===== src/rtl/sas_regs.vh =====
/*
 * Register map, field positions, reset values and timing figures of the
 * successive approximation converter sequencer.
 * Assumes a 50 MHz system clock and the 8-bit special-function-register
 * bus of the on-chip microcontroller.
 */
`ifndef SAS_REGS_VH
`define SAS_REGS_VH

`define SAS_ADDR_RESULT     8'hC2
`define SAS_ADDR_CONTROL    8'hC3

`define SAS_CTRL_REQ_BIT    0
`define SAS_CTRL_CHSEL_BIT  1
`define SAS_CTRL_AUTO_BIT   2

`define SAS_RESULT_RESET    8'h00
`define SAS_CONTROL_RESET   8'h00
`define SAS_READ_UNMAPPED   8'h00

`define SAS_CODE_WIDTH      8
`define SAS_MSB_MASK        8'h80

`define SAS_CLK_MHZ         50
`define SAS_CLK_KHZ         50000
`define SAS_SETTLE_NS       1000
`define SAS_AUTO_PERIOD_MS  30
`define SAS_CONV_LIMIT_MS   50

`endif


===== src/rtl/sas_sar_core.v =====
/*
 * Approximation register: trial bit mask and code, most significant first.
 * Assumes the sequencer pulses i_start once per conversion and i_decide
 * once per settled comparator decision, never both in one cycle.
 */
`timescale 1ns/1ps
`include "sas_regs.vh"

module sas_sar_core (
	input  wire       i_clk_sys,
	input  wire       i_rst_n,
	input  wire       i_start,
	input  wire       i_decide,
	input  wire       i_cmp_high,
	output wire [7:0] o_code,
	output wire       o_last
);

	localparam [7:0] MSB_MASK = `SAS_MSB_MASK;

	reg  [7:0] code_ff;
	reg  [7:0] mask_ff;
	wire [7:0] nxt_code;
	wire [7:0] nxt_mask;

	assign nxt_mask = i_start  ? `SAS_MSB_MASK :
	                  i_decide ? {1'b0, mask_ff[7:1]} : mask_ff;

	genvar g;
	generate
		for (g = 0; g < `SAS_CODE_WIDTH; g = g + 1) begin : g_bit
			wire trial;
			if (g == `SAS_CODE_WIDTH - 1) begin : g_top
				assign trial = 1'b0;
			end else begin : g_low
				assign trial = mask_ff[g + 1];
			end
			// keep the bit when input is at or above the trial level,
			// then trial-set the next lower bit
			assign nxt_code[g] = i_start ? MSB_MASK[g] :
			                     (i_decide & mask_ff[g]) ? i_cmp_high :
			                     (i_decide & trial) ? 1'b1 : code_ff[g];
		end
	endgenerate

	always @(posedge i_clk_sys) begin
		if (!i_rst_n) begin
			code_ff <= 8'h00;
			mask_ff <= 8'h00;
		end else begin
			code_ff <= nxt_code;
			mask_ff <= nxt_mask;
		end
	end

	assign o_code = code_ff;
	assign o_last = mask_ff[0];

endmodule


===== src/rtl/sas_sequencer.v =====
/*
 * Converter sequencer: control and result registers on the SFR bus,
 * conversion state machine, automatic-conversion interval timer.
 * Assumes an external comparator that reports the selected analog input
 * against the code driven on o_dac_code, and a system-on level input.
 */
`timescale 1ns/1ps
`include "sas_regs.vh"

// Contract
// - One 8-bit converter serves two analog inputs through a mux.
// - Control bit 1 clear selects input zero, set selects input one.
// - Control bit 0 starts a conversion; hardware clears it when done.
// - Each decision updates the code; after eight it goes to the result.
// - The time from request to new result stays below 50 ms.
// - With control bit 2 set a conversion runs every 30 ms, request or not.
// - Control bits 7 to 3 are reserved and do nothing.
// - The result holds the 8-bit code over 0 to 2000 mV in 8 mV steps.
// - The result register is read-only and resets to zero.
// - The converter is active only in the system-on state.
module sas_sequencer #(
	parameter integer P_AUTO_CYCLES = `SAS_AUTO_PERIOD_MS * `SAS_CLK_KHZ
) (
	input  wire       i_clk_sys,
	input  wire       i_rst_n,
	input  wire [7:0] i_sfr_addr,
	input  wire       i_sfr_wr,
	input  wire       i_sfr_rd,
	input  wire [7:0] i_sfr_wdata,
	output wire [7:0] o_sfr_rdata,
	output wire       o_sfr_rvalid,
	input  wire       i_sys_on,
	input  wire       i_cmp_high,
	output wire [7:0] o_dac_code,
	output wire       o_ch_sel,
	output wire       o_afe_enable,
	output wire       o_conv_busy,
	output wire       o_cmp_strobe
);

	localparam [1:0] ST_IDLE   = 2'd0;
	localparam [1:0] ST_SETTLE = 2'd1;
	localparam [1:0] ST_DECIDE = 2'd2;
	localparam [1:0] ST_DONE   = 2'd3;

	// least settling time per decision, rounded up to whole cycles
	localparam integer SETTLE_CYC =
		(`SAS_SETTLE_NS * `SAS_CLK_MHZ + 999) / 1000;
	localparam integer SETTLE_END = SETTLE_CYC - 1;
	localparam integer AUTO_END   = P_AUTO_CYCLES - 1;
	// counter widths fit the documented clock and interval
	localparam [7:0]  SETTLE_LAST = SETTLE_END[7:0];
	localparam [20:0] AUTO_LAST   = AUTO_END[20:0];
	localparam [7:0]  CTRL_RESET  = `SAS_CONTROL_RESET;

	function sfr_hit;
		input [7:0] addr;
		input [7:0] target;
		begin
			sfr_hit = (addr == target);
		end
	endfunction

	reg  [1:0]  state_ff;
	reg  [1:0]  nxt_state;
	reg  [7:0]  settle_ff;
	reg  [7:0]  nxt_settle;
	reg         req_ff;
	reg         nxt_req;
	reg         ch_ff;
	reg         nxt_ch;
	reg         auto_ff;
	reg         nxt_auto;
	reg  [7:0]  result_ff;
	reg  [7:0]  nxt_result;
	reg         by_req_ff;
	reg         nxt_by_req;
	reg  [20:0] auto_cnt_ff;
	reg  [20:0] nxt_auto_cnt;
	reg         auto_pend_ff;
	reg         nxt_auto_pend;
	reg  [7:0]  rdata_ff;
	reg  [7:0]  nxt_rdata;
	reg         rvalid_ff;
	reg         busy_ff;
	reg         afe_en_ff;
	reg         start;
	reg         finish;
	wire        decide;
	wire        wr_ctrl;
	wire        rd_ctrl;
	wire        rd_result;
	wire [7:0]  sar_code;
	wire        sar_last;
	wire [7:0]  ctrl_view;
	wire        auto_run;
	wire        auto_tick;

	assign wr_ctrl   = i_sfr_wr & sfr_hit(i_sfr_addr, `SAS_ADDR_CONTROL);
	assign rd_ctrl   = i_sfr_rd & sfr_hit(i_sfr_addr, `SAS_ADDR_CONTROL);
	assign rd_result = i_sfr_rd & sfr_hit(i_sfr_addr, `SAS_ADDR_RESULT);
	assign decide    = (state_ff == ST_DECIDE);
	// interval expires on the last count; both timer updates read it
	assign auto_run  = auto_ff & i_sys_on;
	assign auto_tick = auto_run & (auto_cnt_ff == AUTO_LAST);

	// reserved bits are not stored and read as zero
	assign ctrl_view = {5'b00000, auto_ff, ch_ff, req_ff};

	sas_sar_core u_sar (
		.i_clk_sys  (i_clk_sys),
		.i_rst_n    (i_rst_n),
		.i_start    (start),
		.i_decide   (decide),
		.i_cmp_high (i_cmp_high),
		.o_code     (sar_code),
		.o_last     (sar_last)
	);

	// conversion state machine; dropping out of system-on aborts
	always @* begin
		nxt_state  = state_ff;
		nxt_settle = settle_ff;
		start      = 1'b0;
		finish     = 1'b0;
		case (state_ff)
			ST_IDLE: begin
				if (i_sys_on && (req_ff || auto_pend_ff)) begin
					start      = 1'b1;
					nxt_settle = 8'h00;
					nxt_state  = ST_SETTLE;
				end
			end
			ST_SETTLE: begin
				// a fixed settle per bit keeps a conversion to a few
				// hundred cycles, far inside the allowed time
				if (settle_ff == SETTLE_LAST) begin
					nxt_state = ST_DECIDE;
				end else begin
					nxt_settle = settle_ff + 8'h01;
				end
			end
			ST_DECIDE: begin
				nxt_settle = 8'h00;
				// eight decisions end the conversion
				nxt_state  = sar_last ? ST_DONE : ST_SETTLE;
			end
			ST_DONE: begin
				finish    = 1'b1;
				nxt_state = ST_IDLE;
			end
			default: begin
				nxt_state = ST_IDLE;
			end
		endcase
		if (!i_sys_on) begin
			nxt_state = ST_IDLE;
			start     = 1'b0;
			finish    = 1'b0;
		end
	end

	// control register: software write wins over the hardware clear
	always @* begin
		nxt_req    = req_ff;
		nxt_ch     = ch_ff;
		nxt_auto   = auto_ff;
		nxt_by_req = by_req_ff;
		nxt_result = result_ff;
		if (start) begin
			nxt_by_req = req_ff;
		end
		if (finish) begin
			// copy the code, which spans full scale in lsb steps
			nxt_result = sar_code;
			if (by_req_ff) begin
				nxt_req = 1'b0;
			end
		end
		if (wr_ctrl) begin
			nxt_req  = i_sfr_wdata[`SAS_CTRL_REQ_BIT];
			// mux follows this bit; software keeps it still while busy
			nxt_ch   = i_sfr_wdata[`SAS_CTRL_CHSEL_BIT];
			nxt_auto = i_sfr_wdata[`SAS_CTRL_AUTO_BIT];
		end
	end

	// interval timer held at zero while disabled, so enabling restarts it
	always @* begin
		nxt_auto_cnt  = auto_cnt_ff;
		nxt_auto_pend = auto_pend_ff;
		if (!auto_run) begin
			nxt_auto_cnt  = 21'd0;
			nxt_auto_pend = 1'b0;
		end else begin
			if (auto_tick) begin
				nxt_auto_cnt = 21'd0;
			end else begin
				nxt_auto_cnt = auto_cnt_ff + 21'd1;
			end
			if (start) begin
				nxt_auto_pend = 1'b0;
			end
			// a tick during a running conversion waits for idle
			if (auto_tick) begin
				nxt_auto_pend = 1'b1;
			end
		end
	end

	// result register has no write path at all
	always @* begin
		nxt_rdata = `SAS_READ_UNMAPPED;
		if (rd_ctrl) begin
			nxt_rdata = ctrl_view;
		end else if (rd_result) begin
			nxt_rdata = result_ff;
		end
	end

	// conversion state; busy is registered from the next state so it
	// rises with the start edge and falls with the result copy
	always @(posedge i_clk_sys) begin
		if (!i_rst_n) begin
			state_ff  <= ST_IDLE;
			settle_ff <= 8'h00;
			by_req_ff <= 1'b0;
			busy_ff   <= 1'b0;
			afe_en_ff <= 1'b0;
		end else begin
			state_ff  <= nxt_state;
			settle_ff <= nxt_settle;
			by_req_ff <= nxt_by_req;
			busy_ff   <= (nxt_state != ST_IDLE);
			afe_en_ff <= i_sys_on;
		end
	end

	// software-visible control fields and the result
	always @(posedge i_clk_sys) begin
		if (!i_rst_n) begin
			req_ff    <= CTRL_RESET[`SAS_CTRL_REQ_BIT];
			ch_ff     <= CTRL_RESET[`SAS_CTRL_CHSEL_BIT];
			auto_ff   <= CTRL_RESET[`SAS_CTRL_AUTO_BIT];
			result_ff <= `SAS_RESULT_RESET;
		end else begin
			req_ff    <= nxt_req;
			ch_ff     <= nxt_ch;
			auto_ff   <= nxt_auto;
			result_ff <= nxt_result;
		end
	end

	// automatic-conversion interval timer
	always @(posedge i_clk_sys) begin
		if (!i_rst_n) begin
			auto_cnt_ff  <= 21'd0;
			auto_pend_ff <= 1'b0;
		end else begin
			auto_cnt_ff  <= nxt_auto_cnt;
			auto_pend_ff <= nxt_auto_pend;
		end
	end

	// read port: data and valid stand for exactly one cycle
	always @(posedge i_clk_sys) begin
		if (!i_rst_n) begin
			rdata_ff  <= `SAS_READ_UNMAPPED;
			rvalid_ff <= 1'b0;
		end else begin
			rdata_ff  <= nxt_rdata;
			rvalid_ff <= i_sfr_rd;
		end
	end

	assign o_sfr_rdata  = rdata_ff;
	assign o_sfr_rvalid = rvalid_ff;
	// trial code to the stepped source, one shared converter
	assign o_dac_code   = sar_code;
	assign o_ch_sel     = ch_ff;
	assign o_afe_enable = afe_en_ff;
	assign o_conv_busy  = busy_ff;
	assign o_cmp_strobe = decide;

endmodule


===== config.mk =====
export PLATFORM = sky130hd
export DESIGN_NAME = sas_sequencer
export DESIGN_NICKNAME = d
export VERILOG_FILES = /design/src/rtl/sas_sar_core.v /design/src/rtl/sas_sequencer.v
export VERILOG_INCLUDE_DIRS = /design/src /design/src/rtl
export SDC_FILE = /design/constraint.sdc
export NUM_CORES = 1
export LEC_CHECK = 0
export BUFFER_PORTS_ARGS = -buffer_cell sky130_fd_sc_hd__buf_2
export CAP_MARGIN = 10
export CORE_MARGIN = 8
export CORE_UTILIZATION = 60
export DETAILED_ROUTE_END_ITERATION = 12
export MAX_ROUTING_LAYER = met4
export PLACE_DENSITY = 0.85
export SLEW_MARGIN = 20
export SYNTH_ARGS = -nofsm -noshare
export SYNTH_HDL_FRONTEND = slang
export SYNTH_HIERARCHICAL = 1
export SYNTH_SLANG_ARGS = --single-unit
export TNS_END_PERCENT = 10

===== constraint.sdc =====
create_clock -name i_clk_sys -period 3.3 [get_ports i_clk_sys]
set_clock_uncertainty 0.1 [all_clocks]
set_input_delay 0 -clock i_clk_sys [delete_from_list [all_inputs] [get_ports i_clk_sys]]
set_output_delay 0 -clock i_clk_sys [all_outputs]
set_load 0.05 [all_outputs]

# After elaboration in Yosys (flattened, before gate mapping)

Cells that the tools add are included.

Bits in registers: 71
Input bits: 22
Word-level logic and storage cells: 112

Add/subtract/negate cells: 2
Equality and inequality tests: 9
Muxes and demuxes: 38
Bitwise operators: 16
Reductions and logical operators: 23

Operator list:

| kind                  | count |
|---|---|
| $mux 8                | 4 |
| $mux 1                | 26 |
| $reduce_bool 2->1     | 13 |
| $pmux 8 s3            | 1 |
| $add 21x1->21 const B | 1 |
| $eq 21x21->1 const B  | 1 |
| $eq 8x8->1 const B    | 2 |
| $and 1x1->1           | 13 |
| $add 8x1->8 const B   | 1 |
| $eq 8x6->1 const B    | 1 |
| $mux 2                | 4 |
| $pmux 2 s4            | 1 |
| $mux 3                | 2 |
| $reduce_or 3->1       | 2 |
| $eq 2x2->1 const B    | 2 |
| $ne 2x2->1 const B    | 2 |
| $reduce_and 2->1      | 2 |
| $not 1->1             | 3 |
| $reduce_and 3->1      | 1 |
| $reduce_bool 3->1     | 1 |
| $eq 2x1->1 const B    | 1 |
| $logic_not 2->1       | 1 |
| $reduce_or 2->1       | 1 |
| $logic_and 1x1->1     | 1 |
| $logic_or 1x1->1      | 1 |

# Depth between registers and ports, before layout

Depth after elaboration: 7
Gate-level depth with buffers: 6
Depth with buffers taken out: 6

# Cells and area by module

The synthesis kept the hierarchy.

Modules (own cells, without submodules):

| module        | instances | cells an instance | area each (sq um) | seq. area each (sq um) |
|---|---|---|---|---|
| sas_sequencer | 1         | 263               | 2329.7            | 1101.1 |
| sas_sar_core  | 1         | 61                | 673.1             | 320.3 |

# Least setup slack after synthesis

No wires, ideal clock.

Path type: flip-flop to flip-flop
From: reg state_ff[1]
To: reg u_sar.code_ff[2] (netlist: u_sar/o_code[2])
Library setup time: 0.086 ns
Arrival: 1.827 ns
Data required time: 3.114 ns
Setup slack: 1.287 ns
Cell stages (with the launch flop): 6
Buffers on the path: 2
Clock period less this slack: 2.013 ns
Cells stage by stage: dfxtp_1 > nor2b_1 > buf_6 > buf_8 > o21ai_0 > a221oi_2

Elaborated cells between the ends (all ways): 9

RTL lines:

| element                                     | line                                 | RTL |
|---|---|---|
| start: declaration                          | sas_sequencer.v:64                   | `reg [1:0] state_ff;` |
| start signal: assignment                    | sas_sequencer.v:231                  | `state_ff <= nxt_state;` |
| $eq 2x2->1 *                                | sas_sequencer.v:102                  | `assign decide = (state_ff == ST_DECIDE);` |
| named net o_cmp_strobe                      | sas_sequencer.v:38                   | `output wire o_cmp_strobe` |
| $and 1x1->1, on equally long branches       | sas_sar_core.v:41, sas_sar_core.v:42 |  |
| $mux 1 or $reduce_bool 2->1 (tied branches) | n/a                                  |  |
| end signal: assignment                      | sas_sar_core.v:51                    | `code_ff <= nxt_code;` |
| end: declaration                            | sas_sar_core.v:21                    | `reg [7:0] code_ff;` |

Mark *: on every way through the listed nets, which the timed path passes. The rest lies on a longest branch.
A chain may end at the register's enable or synchronous reset.

# Final worst setup path

From: in i_sfr_addr[5]
To: reg rdata_ff[0] (netlist: o_sfr_rdata[0])

Word-level cells in the longest chain between the ends: 4
Elaborated cells between the ends (all ways): 6

Ends and longest elaborated chain:

| element                | line                | RTL |
|---|---|---|
| start: declaration     | sas_sequencer.v:26  | `input wire [7:0] i_sfr_addr,` |
| $eq 8x8->1             | sas_sequencer.v:60  | `sfr_hit = (addr == target);` |
| $and 1x1->1            | sas_sequencer.v:101 | `` assign rd_result = i_sfr_rd & sfr_hit(i_sfr_addr, `SAS_ADDR_RESULT); `` |
| $mux 3                 | sas_sequencer.v:216 | `end else if (rd_result) begin` |
| $mux 3 *               | sas_sequencer.v:214 | `if (rd_ctrl) begin` |
| end signal: assignment | sas_sequencer.v:268 | `` rdata_ff <= `SAS_READ_UNMAPPED; `` |
| end signal: assignment | sas_sequencer.v:271 | `rdata_ff <= nxt_rdata;` |
| end: declaration       | sas_sequencer.v:82  | `reg [7:0] rdata_ff;` |

Every way passes the cells marked *; elsewhere a longest branch is shown, timed or not.

==> run_results.csv <==
group,metric,value,unit
outcome,status,"complete, no violations",
sta,hold_viol,0,
pwr,p_leak,1.30,nW
logic_synthesis,syn-cell-area,0.00300,mm^2
clock_tree,cts_buffers,9,
grt,track_usage,18.9,%
critical_path,arrival,2410,ps
critical_path,crit_cells,7,
sta,fin_tns_setup,0,ps
clock_tree,cts_root_buffer,"clkbuf_8",
floorplan,num_rows,25,
place,port_buffers,37,
critical_path,worstPathBufferInverterCount,4,
final_layout,drive_above_1_share,18.8,%
sta,min_period_over_period,67.4,%
pwr,p_per_area,507,mW/mm^2
floorplan,io_pins,43,
routing,vias,2479,
routing,drc_errors,0,
critical_path,crit_fanout,3,
logic_synthesis,ys_ff_latch,71,
critical_path,critical_path.top_delay_family,"buffers and inverters",
critical_path,path_cells,"dlygate4sd3_1, buf_2, nor4bb_1, dlygate4sd3_1, nand3_1, dlygate4sd3_1, nor2_1",
final_layout,syn_to_final_growth,20.9,%
logic_synthesis,async_reset_ff_share,0,%
sta,rsz0062_at_grt,"false",
logic_synthesis,syn-num-nets,349,
logic_synthesis,synth_area_leaders,"dfxtp_1 47%, nor2_1 4.9%, mux2i_1 4.0%",
logic_synthesis,yosysTopAreaCellShare,47.3,%
grt,grt_pass1_vias,2313,
floorplan,die_h,86.7,um
logic_synthesis,synth_edf_count,0,
sta,period_needed,2220,ps
routing,viasPerCell,5.51,
pwr,peakVddDrop,354,uV
logic_synthesis,synth.avg_cell_area,9.27,um^2
sta,slew_violations,0,
routing,drt-initial-drc-count,141,
logic_synthesis,synth_seq_area_share,47.3,%
logic_synthesis,yosysUniqueCellTypes,51,
clock_tree,cts-htree-levels,3,
hold_path,hp-class,"in -> reg",
critical_path,cp-end-kind,"flop",
sta,setup_viol,0,
critical_path,critPathLaunchType,"input pin",
routing,ant_nets,0,
flow_run,maxCapViolCount,0,
floorplan,start_util,62.7,%
clock_tree,cts.path.max_buffers,2,
critical_path,reg2regPathDepth,5,
grt,grt_overflow,0,
floorplan,core_area,0.00479,mm^2
routing,routedWlPerCell,14.3,um
logic_synthesis,yosysWarningCount,6,
sta,tightestPinTransition,664,ps
final_layout,fin_cells,450,
clock_tree,clk_pin_slew,70,ps
clock_tree,clock_latency,350,ps
sta,max_freq,450,MHz
logic_synthesis,synth_most_common_cell,"dfxtp_1",
critical_path,path_common_cell,"dlygate4sd3_1",
grt,antenna_found_initial,0,
sta,maxSlewHeadroom,55.3,%
logic_synthesis,syn_inst,324,
final_layout,final_net_count,403,
logic_synthesis,synth_commonest_cells,"71 x dfxtp_1, 39 x nor2_1, 28 x nand2_1",
routing,firstDrtPassIters,4,
clock_tree,clock_sinks,71,
place,place_congestion,0.892,
logic_synthesis,ys.flop_type,"dfxtp_1",
place,hpwlAfterDp,4300,um
hold_path,holdPathStages,5,
clock_tree,cts_tree,"built",
logic_synthesis,synth_top_cell_by_area,"dfxtp_1",
floorplan,die_area,0.00752,mm^2
floorplan,die_w,86.7,um
routing,drt-total-wl,6440,um
critical_path,critPathRequiredTime,3490,ps
final_layout,diodes,0,
place,placedCellCount,420,
critical_path,critPathKind,"in -> reg",
critical_path,slowest_stage,"dlygate4sd3_1",
grt,grt_pass1_wl,10800,um
grt,grt_max_degree,22,
critical_path,max_stage_delay,620,ps
==> final cells by class <==
class | instances | area (um^2)
sequential | 71 | 1420
inverter | 20 | 75.1
timing repair buffer | 52 | 333
clock inverter | 5 | 128
multi-input combinational | 224 | 1440
tap | 67 | 83.8
clock buffer | 11 | 151
fill | 339 | 1160
==> final timing paths <==
path / from / end / slack (ps)
worst max-delay path: i_sfr_addr[5] / o_sfr_rdata[0] / 1080
worst max register to register: req_ff / u_sar/o_code[7] / 1240
worst min-delay path: i_sfr_addr[2] / o_sfr_rdata[7] / 60
worst min register to register: result_ff[3] / result_ff[3] / 350
==> through the flow <==
stage                     area (um^2)  total power [mW]  hold slack (ps)  util [%]  worst slack [ps]
after global placement           3210             0.910              138      67.1              1370
after global routing             3630              1.90             66.8      75.8              1030
final                            3630              1.84             62.5      75.8              1080
after detailed placement         3210             0.910              143      67.1              1340
after floorplan                  3000             0.895             17.5         -              1290
after CTS                        3630              1.85             48.0      75.8              1150
==> placed cells by master, fill, tap and decap left out, types with 3 or more instances in the layout <==
cell type      instances
o21ai_0                8
and2_1                 9
nor3_1                 5
clkbuf_8              11
nand4_1                9
a31o_2                 3
mux2i_1               12
xor2_1                 5
buf_2                 37
inv_1                 20
a221oi_2               7
nor2_1                39
dfxtp_1               71
a211oi_1               3
dlygate4sd3_1         14
ha_1                   3
xnor2_1               12
nand3_1               13
nand2_1               28
nor4_1                 7
and4_1                 3
nand3b_1               4
a21oi_1               22
bufinv_16              4
==> state kept, by name, indices dropped and copies added (netlist names), 2 cells and up <==
signal / flops
auto_cnt_ff: 21
o_sfr_rdata: 8
result_ff: 8
settle_ff: 8
state_ff: 2
u_sar/mask_ff: 8
u_sar/o_code: 8
==> worst min-delay path, cell delays in order <==
cell,delay [ps]
buf_2,80
nor3b_1,40
nand3_1,120
nor2_1,80
and2_1,150
==> cells by family after synthesis <==
| kind of cell | after synthesis | synth area share, % |
|---|---|---|
| AO/OA/AOI/OAI | 57 | 14.0 |
| multiplexers | 12 | 4.00 |
| adder cells (fa/ha/maj) | 3 | 1.25 |
| flip-flops | 71 | 47.3 |
| XOR/XNOR | 17 | 4.96 |
| buffers and inverters | 29 | 4.79 |
| AND/OR/NAND/NOR | 135 | 23.7 |
==> routing by layer <==
layer  routed length [um]  global-route usage [%]  up-vias
li1                     -                       -     1251
met1                 2900                    21.2     1162
met2                 3010                    28.8       57
met3                  444                    7.84        9
met4                   89                    7.98        0
met5                    0                       -        -
==> what timing repair did <==
item,CTS,global route
hold endpoints to repair,20,0
hold buffers,14,0
buffers inserted,0,0
gates resized for setup,0,0
==> power by group <==
| part | internal, mW | switching, mW |
|---|---|---|
| clock network | 0.620 | 0.320 |
| logic | 0.0195 | 0.0233 |
| registers | 0.858 | 0.000339 |
| total | 1.50 | 0.343 |
(Power assumes the default switching activity.)
